[src/include/port_pkg.sv]
// package: register map, field positions and carrier types for the two ports
package port_pkg;
  // register word addresses (byte offsets on a 32-bit wishbone)
  localparam logic [7:0] first_port_data_off = 8'h00;
  localparam logic [7:0] first_port_latch_off = 8'h04;
  localparam logic [7:0] first_port_direction_off = 8'h08;
  localparam logic [7:0] second_port_data_off = 8'h0C;
  localparam logic [7:0] second_port_latch_off = 8'h10;
  localparam logic [7:0] second_port_direction_off = 8'h14;
  localparam logic [7:0] memory_control_off = 8'h18;
  localparam logic [7:0] parallel_slave_control_off = 8'h1C;
  // field positions
  localparam int external_bus_disable_pos = 7;
  localparam int parallel_slave_mode_pos = 4;
  localparam int serial_pin6_pos = 6;
  localparam int serial_pin7_pos = 7;
  // reset values
  localparam logic [7:0] direction_reset = 8'hFF;
  localparam logic [7:0] latch_reset = 8'h00;
  localparam logic [7:0] memory_control_reset = 8'h00;
  localparam logic [7:0] parallel_slave_control_reset = 8'h00;

  // one 8-bit pin group: output value and output enable
  typedef struct packed {
    logic [7:0] out;
    logic [7:0] oe;
  } pin_drive_t;

  // serial transceiver signals facing the first port
  typedef struct packed {
    logic enable;
    logic sync_mode;
    logic async_transmit_out;
    logic sync_clock_out;
    logic sync_clock_master;
    logic sync_data_out;
    logic sync_data_drive;
  } serial_side_t;

  // external memory bus and parallel slave port towards the second port
  typedef struct packed {
    logic [7:0] ext_bus_out;
    logic ext_bus_drive;
    logic [7:0] parallel_out;
    logic parallel_drive;
  } takeover_t;
endpackage : port_pkg

[src/logic/bidir_port_pin_override.sv]
// module: two 8-bit bidirectional ports with serial and bus pin takeover
//
// The address map and the Wishbone slave port were left to the implementer.
`timescale 1ns/1ps
`default_nettype none

module bidir_port_pin_override #(
  parameter int WIDTH = 8
) (
  // clock and reset
  input wire logic clk_i,
  input wire logic rst_i,
  // wishbone slave
  input wire logic cyc_i,
  input wire logic stb_i,
  input wire logic we_i,
  input wire logic [7:0] adr_i,
  input wire logic [3:0] sel_i,
  input wire logic [31:0] dat_i,
  output logic [31:0] dat_o,
  output logic ack_o,
  output logic err_o,
  // first port pins
  input wire logic [7:0] first_pin_i,
  output logic [7:0] first_pin_o,
  output logic [7:0] first_pin_oe_o,
  // second port pins
  input wire logic [7:0] second_pin_i,
  output logic [7:0] second_pin_o,
  output logic [7:0] second_pin_oe_o,
  // serial transceiver side
  input wire port_pkg::serial_side_t serial_i,
  output logic async_receive_in_o,
  output logic sync_serial_data_o,
  output logic sync_serial_clock_o,
  // external bus and parallel slave side
  input wire port_pkg::takeover_t takeover_i,
  output logic external_bus_active_o,
  output logic parallel_slave_active_o,
  output logic [7:0] second_port_level_o
);

  // elaboration check: ports are byte wide
  if (WIDTH != 8)
  begin : g_width_check
    $error("WIDTH must be 8");
  end

  // elaboration check: serial pins must sit inside the port
  if (port_pkg::serial_pin6_pos >= WIDTH || port_pkg::serial_pin7_pos >= WIDTH)
  begin : g_serial_pos_check
    $error("serial pin positions outside the port");
  end

  // elaboration check: control fields must sit inside a byte register
  if (port_pkg::external_bus_disable_pos > 7 || port_pkg::parallel_slave_mode_pos > 7)
  begin : g_field_pos_check
    $error("control field positions outside the register");
  end

  // whole block state
  typedef struct packed {
    // first port input synchroniser and filtered level
    logic [7:0] first_sync1;
    logic [7:0] first_sync2;
    logic [7:0] first_sync3;
    logic [7:0] first_level;
    // second port input synchroniser and filtered level
    logic [7:0] second_sync1;
    logic [7:0] second_sync2;
    logic [7:0] second_sync3;
    logic [7:0] second_level;
    // software-visible registers
    logic [7:0] first_latch;
    logic [7:0] first_direction;
    logic [7:0] second_latch;
    logic [7:0] second_direction;
    logic [7:0] memory_control;
    logic [7:0] parallel_control;
    // bus answer
    logic ack;
    logic err;
    logic [31:0] rdata;
    // registered pin drive
    port_pkg::pin_drive_t first_drive;
    port_pkg::pin_drive_t second_drive;
  } state_t;

  state_t state_reg;
  state_t state_next;

  // byte-lane merge for writes to an 8-bit register
  function automatic logic [7:0] lane_write(input logic [7:0] old, input logic [31:0] wd,
                                            input logic [3:0] sel);
    lane_write = sel[0] ? wd[7:0] : old;
  endfunction : lane_write

  // filtered level: a pin bit moves only when stages 2 and 3 agree
  function automatic logic [7:0] agree_filter(input logic [7:0] held, input logic [7:0] s2,
                                              input logic [7:0] s3);
    logic [7:0] result;
    result = held;
    for (int i = 0; i < 8; i++)
    begin
      if (s2[i] == s3[i])
      begin
        result[i] = s3[i];
      end
    end
    agree_filter = result;
  endfunction : agree_filter

  // next-state logic
  always_comb
  begin
    logic req;
    logic mapped;
    logic ext_on;
    logic psp_on;
    logic [7:0] f_out;
    logic [7:0] f_oe;
    // the answer cycle blocks a second take of the same request
    req = cyc_i && stb_i && !state_reg.ack && !state_reg.err;
    mapped = 1'b0;
    // scratch values start from a known level
    ext_on = 1'b0;
    psp_on = 1'b0;
    f_out = 8'h00;
    f_oe = 8'h00;
    state_next = state_reg;
    // three-stage pin synchronisers, level taken when stages 2 and 3 agree
    state_next.first_sync1 = first_pin_i;
    state_next.first_sync2 = state_reg.first_sync1;
    state_next.first_sync3 = state_reg.first_sync2;
    state_next.second_sync1 = second_pin_i;
    state_next.second_sync2 = state_reg.second_sync1;
    state_next.second_sync3 = state_reg.second_sync2;
    state_next.first_level = agree_filter(state_reg.first_level, state_reg.first_sync2,
                                          state_reg.first_sync3);
    state_next.second_level = agree_filter(state_reg.second_level, state_reg.second_sync2,
                                           state_reg.second_sync3);
    // bus answer lasts one cycle
    state_next.ack = 1'b0;
    state_next.err = 1'b0;
    state_next.rdata = 32'h0000_0000;
    if (req)
    begin
      mapped = 1'b1;
      unique case (adr_i)
        // pin levels read, writes load latch
        port_pkg::first_port_data_off:
        begin
          state_next.rdata[7:0] = state_reg.first_level;
          if (we_i)
          begin
            state_next.first_latch = lane_write(state_reg.first_latch, dat_i, sel_i);
          end
        end
        port_pkg::first_port_latch_off:
        begin
          state_next.rdata[7:0] = state_reg.first_latch;
          if (we_i)
          begin
            state_next.first_latch = lane_write(state_reg.first_latch, dat_i, sel_i);
          end
        end
        port_pkg::first_port_direction_off:
        begin
          state_next.rdata[7:0] = state_reg.first_direction;
          if (we_i)
          begin
            state_next.first_direction = lane_write(state_reg.first_direction, dat_i, sel_i);
          end
        end
        // second port pin levels read, writes load latch
        port_pkg::second_port_data_off:
        begin
          state_next.rdata[7:0] = state_reg.second_level;
          if (we_i)
          begin
            state_next.second_latch = lane_write(state_reg.second_latch, dat_i, sel_i);
          end
        end
        port_pkg::second_port_latch_off:
        begin
          state_next.rdata[7:0] = state_reg.second_latch;
          if (we_i)
          begin
            state_next.second_latch = lane_write(state_reg.second_latch, dat_i, sel_i);
          end
        end
        port_pkg::second_port_direction_off:
        begin
          state_next.rdata[7:0] = state_reg.second_direction;
          if (we_i)
          begin
            state_next.second_direction = lane_write(state_reg.second_direction, dat_i,
                                                     sel_i);
          end
        end
        port_pkg::memory_control_off:
        begin
          state_next.rdata[7:0] = state_reg.memory_control;
          if (we_i)
          begin
            state_next.memory_control = lane_write(state_reg.memory_control, dat_i, sel_i);
          end
        end
        port_pkg::parallel_slave_control_off:
        begin
          state_next.rdata[7:0] = state_reg.parallel_control;
          if (we_i)
          begin
            state_next.parallel_control = lane_write(state_reg.parallel_control, dat_i, sel_i);
          end
        end
        default:
        begin
          mapped = 1'b0;
        end
      endcase
      state_next.ack = mapped;
      state_next.err = !mapped;
    end

    // external bus owns the port unless disabled
    ext_on = !state_reg.memory_control[port_pkg::external_bus_disable_pos];
    psp_on = state_reg.parallel_control[port_pkg::parallel_slave_mode_pos];
    // eight pins, each driven or released on its own in port data mode; takeover drives or releases all eight together
    // takeover drive comes straight from the owning block, no latch
    // priority external bus, parallel port, port data
    if (ext_on)
    begin
      state_next.second_drive.out = takeover_i.ext_bus_out;
      state_next.second_drive.oe = {8{takeover_i.ext_bus_drive}};
    end
    else if (psp_on)
    begin
      state_next.second_drive.out = takeover_i.parallel_out;
      state_next.second_drive.oe = {8{takeover_i.parallel_drive}};
    end
    else
    begin
      // direction 1 releases driver; direction 0 drives latch
      state_next.second_drive.out = state_reg.second_latch;
      state_next.second_drive.oe = ~state_reg.second_direction;
    end

    // first port: latch by default, serial overrides on pins 6 and 7
    f_out = state_reg.first_latch;
    f_oe = ~state_reg.first_direction;
    if (serial_i.enable && !serial_i.sync_mode)
    begin
      // transmit data in place of latch on pin 6
      f_out[port_pkg::serial_pin6_pos] = serial_i.async_transmit_out;
    end
    if (serial_i.enable && serial_i.sync_mode)
    begin
      // clock driven at direction 0, input at direction 1
      f_out[port_pkg::serial_pin6_pos] = serial_i.sync_clock_out;
      // pin 7 driven by transceiver even with direction left at 1
      if (serial_i.sync_data_drive)
      begin
        f_out[port_pkg::serial_pin7_pos] = serial_i.sync_data_out;
        f_oe[port_pkg::serial_pin7_pos] = 1'b1;
      end
    end
    state_next.first_drive.out = f_out;
    state_next.first_drive.oe = f_oe;

    // reset wins over any bus write in the same cycle
    if (rst_i)
    begin
      state_next = '0;
      state_next.first_direction = port_pkg::direction_reset;
      state_next.second_direction = port_pkg::direction_reset;
      state_next.first_latch = port_pkg::latch_reset;
      state_next.second_latch = port_pkg::latch_reset;
      state_next.memory_control = port_pkg::memory_control_reset;
      state_next.parallel_control = port_pkg::parallel_slave_control_reset;
    end
  end

  // state register
  always_ff @(posedge clk_i)
  begin
    state_reg <= state_next;
  end

  // bus answer
  assign dat_o = state_reg.rdata;
  assign ack_o = state_reg.ack;
  assign err_o = state_reg.err;

  // first port pin drive
  assign first_pin_o = state_reg.first_drive.out;
  assign first_pin_oe_o = state_reg.first_drive.oe;

  // second port pin drive and filtered levels
  assign second_pin_o = state_reg.second_drive.out;
  assign second_pin_oe_o = state_reg.second_drive.oe;
  assign second_port_level_o = state_reg.second_level;

  // takeover status
  assign external_bus_active_o =
    !state_reg.memory_control[port_pkg::external_bus_disable_pos];
  assign parallel_slave_active_o =
    state_reg.parallel_control[port_pkg::parallel_slave_mode_pos] && !external_bus_active_o;

  // async receive from pin 7 while it is an input
  assign async_receive_in_o = state_reg.first_level[port_pkg::serial_pin7_pos] &&
    state_reg.first_direction[port_pkg::serial_pin7_pos];
  // sync data input from pin 7 level
  assign sync_serial_data_o = state_reg.first_level[port_pkg::serial_pin7_pos] &&
    state_reg.first_direction[port_pkg::serial_pin7_pos];
  // external clock taken when pin 6 is an input
  assign sync_serial_clock_o = state_reg.first_direction[port_pkg::serial_pin6_pos] ?
    state_reg.first_level[port_pkg::serial_pin6_pos] : serial_i.sync_clock_out;

endmodule : bidir_port_pin_override

`default_nettype wire

[config.mk]
export PLATFORM = sky130hd
export DESIGN_NAME = bidir_port_pin_override
export DESIGN_NICKNAME = d
export VERILOG_FILES = /design/src/include/port_pkg.sv /design/src/logic/bidir_port_pin_override.sv
export SDC_FILE = /design/constraint.sdc
export NUM_CORES = 1
export LEC_CHECK = 0
export BUFFER_PORTS_ARGS = -buffer_cell sky130_fd_sc_hd__buf_2
export CORE_ASPECT_RATIO = 2
export CORE_MARGIN = 2
export CORE_UTILIZATION = 40
export DETAILED_ROUTE_END_ITERATION = 6
export PLACE_DENSITY_LB_ADDON = 0.12
export SYNTH_ARGS = -nofsm -noshare
export SYNTH_HDL_FRONTEND = slang
export SYNTH_SLANG_ARGS = --single-unit
[constraint.sdc]
create_clock -name clk_i -period 2.1 [get_ports clk_i]
set_input_delay 0.21 -clock clk_i [delete_from_list [all_inputs] [get_ports clk_i]]
set_output_delay 0.21 -clock clk_i [all_outputs]
set_load 0.01 [all_outputs]
==> reports/qor_table.md <==
| Stage | Quantity | Reported |
|---|---|---|
| sta | Final setup margin | 0.320 ns |
| drt | Total via count after detailed routing | 4,473 |
| sta | Final Setup Violations | 0 |
| placed design | # placed instances | 884 |
| floorplan | Horizontal die dimension | 92.5 um |
| global routing | Wire length of the first global-routing pass | 22,700 um |
| sta | Unrepaired setup endpoints after global routing | no |
| layout | Area added between synthesis and finish | 17.2% |
| synthesis | Number of synthesized register bits | 154 |
| sta | Post-route clock skew | 0.0109 ns |
| sta | Fin Setup TNS | 0 ns |
| setup path | Critical setup path kind | reg2reg |
| global routing | Met3 layer usage reported by global route | 3.59% |
| clocking | H-tree level count | 4 |
| drt | Total wire length | 14,500 um |
| clocking | CTS tree | built |
| layout | Non-filler cells, final | 930 |
| drt | DR iter-0 viols | 202 |
| global routing | Number of antenna violations at the first check in global routing | 0 |
| clocking | Number of setup buffers added after CTS | 0 |
| floorplan | Die Footprint | 16,700 um2 |
| sta | Hold Worst Slack | 0.0151 ns |
| sta | Worst relative slew slack | 57.3% |
| power | VDD IR-drop max | 0.000611 V |
| synthesis | Gate count of the mapped netlist | 636 |
| layout | Share of final-layout standard cells stronger than drive strength 1 | 25.0% |
| power | Static leakage power | 3.01 nW |
| floorplan | Initial standard-cell utilization of the core | 41.0% |
| clocking | TritonCTS buffer count | 17 |
| synthesis | Most common library cells after synthesis | sky130_fd_sc_hd__dfxtp_1, sky130_fd_sc_hd__buf_4, sky130_fd_sc_hd__mux2i_1 |
| floorplan | Core area | 15,300 um2 |
| layout | Final nets | 809 |
| drt | Pre-antenna DRT Iters | 5 |
| setup path | Startpoint Class | flop |
| drt | Antenna Nets Post-Route | 0 |
| clocking | Source-to-sink clock delay at the later pin of the worst-skew pair | 0.42 ns |
| setup path | Crit path max fanout | 10 |
| floorplan | Standard-cell rows | 64 |
| setup path | Worst path required time | 2.44 ns |
| global routing | Congestion Overflow GR | 0 |
| global routing | Vias in the first global route | 4,454 |
| sta | Final Hold Violating Endpoints | 0 |
| synthesis | Most frequent cell after synthesis | sky130_fd_sc_hd__dfxtp_1 |
| synthesis | Synth unique cells | 39 |
| sta | Slew at the pin closest to its max-slew limit | 0.641 ns |
| power | Total power after layout | 0.00635 W |
| global routing | Met1 track demand over resource | 17.9% |
| global routing | Combined global-route utilization of all metal layers | 17.7% |
| placed design | Placement-stage worst setup slack | 0.153 ns |
| global routing | Routing usage on met2 | 33.8% |
| power | Power Dens Cells | 864 nW/um2 |
| sta | Highest achievable clock rate | 0.562 GHz |
| floorplan | Total I/O pin count | 169 |
| layout | Final-layout fill cell count | 1,456 |
| synthesis | Most used flip-flop cell after synthesis | sky130_fd_sc_hd__dfxtp_1 |
| synthesis | Number of enable-type register cells in the synthesized netlist | 0 |
| synthesis | Top cells by area in the synthesized netlist | sky130_fd_sc_hd__dfxtp_1, sky130_fd_sc_hd__mux2i_1, sky130_fd_sc_hd__buf_4 |
| layout | Largest register FFs | 104 |
| layout | Antenna cell count | 0 |
| drt | DR WL/cell | 15.6 um |
| hold path | Path type of the worst min-delay path | in2reg |
| global routing | Pin count of the biggest net entering global routing | 61 |
| clocking | Sinks on the clock net | 154 |
| setup path | Data arrival time at the worst-slack endpoint | 2.12 ns |
| synthesis | Number of warnings issued by yosys | 0 |
| placed design | Final estimated routing congestion in global placement | 0.777 |
| sta | Fin crit period | 1.78 ns |
| drt | Remaining DRCs | 0 |
| synthesis | Synth area leader | sky130_fd_sc_hd__dfxtp_1 |
| sta | Final worst-path cycle share | 84.7% |
| setup path | CP Capture Type | flop |
| flow run | Max-cap check violation count | 0 |
| sta | Number of pins exceeding their max-slew limit in the final report | 0 |
| placed design | Hpwl dp | 10,400 um |
| global routing | Most heavily used metal layer in global routing | met2 |
| clocking | Maximum count of clock buffers along a single path | 2 |
| placed design | Number of port buffers | 116 |
| synthesis | Share of the synthesized area in the top cell type | 49.2% |
| drt | Via-per-instance ratio | 4.81 |
| synthesis | Post-synth ARST share | 0% |
| synthesis | Summed instance area of the synthesized netlist | 6270 um2 |
| outcome | Outcome | complete, no violations |
| clocking | Clock-pin transition on the worst setup and hold timing paths | 0.07 ns |
| synthesis | Seq/Total Area, Yosys | 49.2% |
| synthesis | Average size of a mapped cell | 9.86 um2 |
| clocking | Root Driver | sky130_fd_sc_hd__clkbuf_16 |
| floorplan | Die boundary height | 181 um |
==> cell type report <==
class | instances | area, um2 | area share (%)
multi-input combinational | 395 | 2550 | 34.7
tap | 198 | 248 | 3.37
clock buffer | 17 | 425 | 5.79
inverter | 3 | 11.3 | 0.153
clock inverter | 15 | 159 | 2.16
timing repair buffer | 148 | 871 | 11.9
sequential | 154 | 3080 | 42.0
==> per-stage QoR <==
stage | utilization, % | cell area, um2
3_3_place_gp | 43.3 | 6620
5_1_grt | 48.0 | 7350
4_1_cts | 48.0 | 7350
2_1_floorplan | - | 6350
6_report | 48.0 | 7350
3_5_place_dp | 43.3 | 6620
==> final timing paths <==
| path | startpoint | endpoint | slack, ns | depth (start not counted) |
|---|---|---|---|---|
| max | err_o | state_reg[80] | 0.32 | 5 |
| min | first_pin_i[5] | state_reg[175] | 0.02 | 2 |
| max reg2reg | err_o | state_reg[80] | 0.32 | 5 |
| min reg2reg | state_reg[173] | state_reg[165] | 0.44 | 1 |
==> timing repair <==
item	in CTS	in global routing
hold buffers	14	0
gates resized for setup	0	0
endpoints found under the hold margin	14	0
==> worst max-delay path: stages, from the launching register on <==
cell	delay, ns
sky130_fd_sc_hd__dfxtp_1	0.31
sky130_fd_sc_hd__nand4bb_1	0.19
sky130_fd_sc_hd__or2_1	0.42
sky130_fd_sc_hd__nor4_4	0.28
sky130_fd_sc_hd__buf_4	0.26
sky130_fd_sc_hd__mux2i_1	0.22
==> cell families (layout without fill, tap and decap cells) <==
group                  count (synthesis)  count (layout)  synth area share, %
AO/OA/AOI/OAI                        110             110                 10.8
other                                  1              24               0.0598
flip-flops                           154             154                 49.2
multiplexers                          67              67                 10.7
AND/OR/NAND/NOR                      194             194                 17.8
buffers and inverters                110             183                 11.5
==> per-layer routing <==
metal,vias up,part of all wire (%)
met5,-,0
met3,29,3.8
met1,2087,37
met2,123,57
li1,2234,-
met4,0,2.5
==> report_power, final <==
| group | leakage, nW | switching [W] | internal, W |
|---|---|---|---|
| logic | 1.47 | 0.000223 | 0.000156 |
| clock network | 0.281 | 0.00130 | 0.00167 |
| registers | 1.25 | 0.0000169 | 0.00298 |
| total | 3.01 | 0.00154 | 0.00481 |
==> placed cells by master (no fill, tap or decap), types with 2 or more instances in the layout <==
cell type and count:
sky130_fd_sc_hd__dfxtp_1 154, sky130_fd_sc_hd__buf_2 115, sky130_fd_sc_hd__mux2i_1 66, sky130_fd_sc_hd__nor2b_1 62, sky130_fd_sc_hd__nor2_1 51, sky130_fd_sc_hd__a21oi_1 42
sky130_fd_sc_hd__conb_1 24, sky130_fd_sc_hd__nand2_1 18, sky130_fd_sc_hd__buf_4 18, sky130_fd_sc_hd__clkbuf_16 17, sky130_fd_sc_hd__nand2b_1 16, sky130_fd_sc_hd__o21ai_1 16
sky130_fd_sc_hd__o21ai_0 16, sky130_fd_sc_hd__dlygate4sd3_1 14, sky130_fd_sc_hd__nor3_1 10, sky130_fd_sc_hd__a211oi_1 9, sky130_fd_sc_hd__nand3_1 9, sky130_fd_sc_hd__a211o_1 8
sky130_fd_sc_hd__o22ai_1 8, sky130_fd_sc_hd__o221ai_1 8, sky130_fd_sc_hd__or2_2 8, sky130_fd_sc_hd__nor4_4 5, sky130_fd_sc_hd__clkinv_4 4, sky130_fd_sc_hd__inv_6 4
sky130_fd_sc_hd__or3_1 3, sky130_fd_sc_hd__inv_1 2, sky130_fd_sc_hd__and2_1 2, sky130_fd_sc_hd__or3b_1 2, sky130_fd_sc_hd__or4_1 2, sky130_fd_sc_hd__clkinvlp_4 2
sky130_fd_sc_hd__inv_8 2
Power figures use the tool's default switching activity.
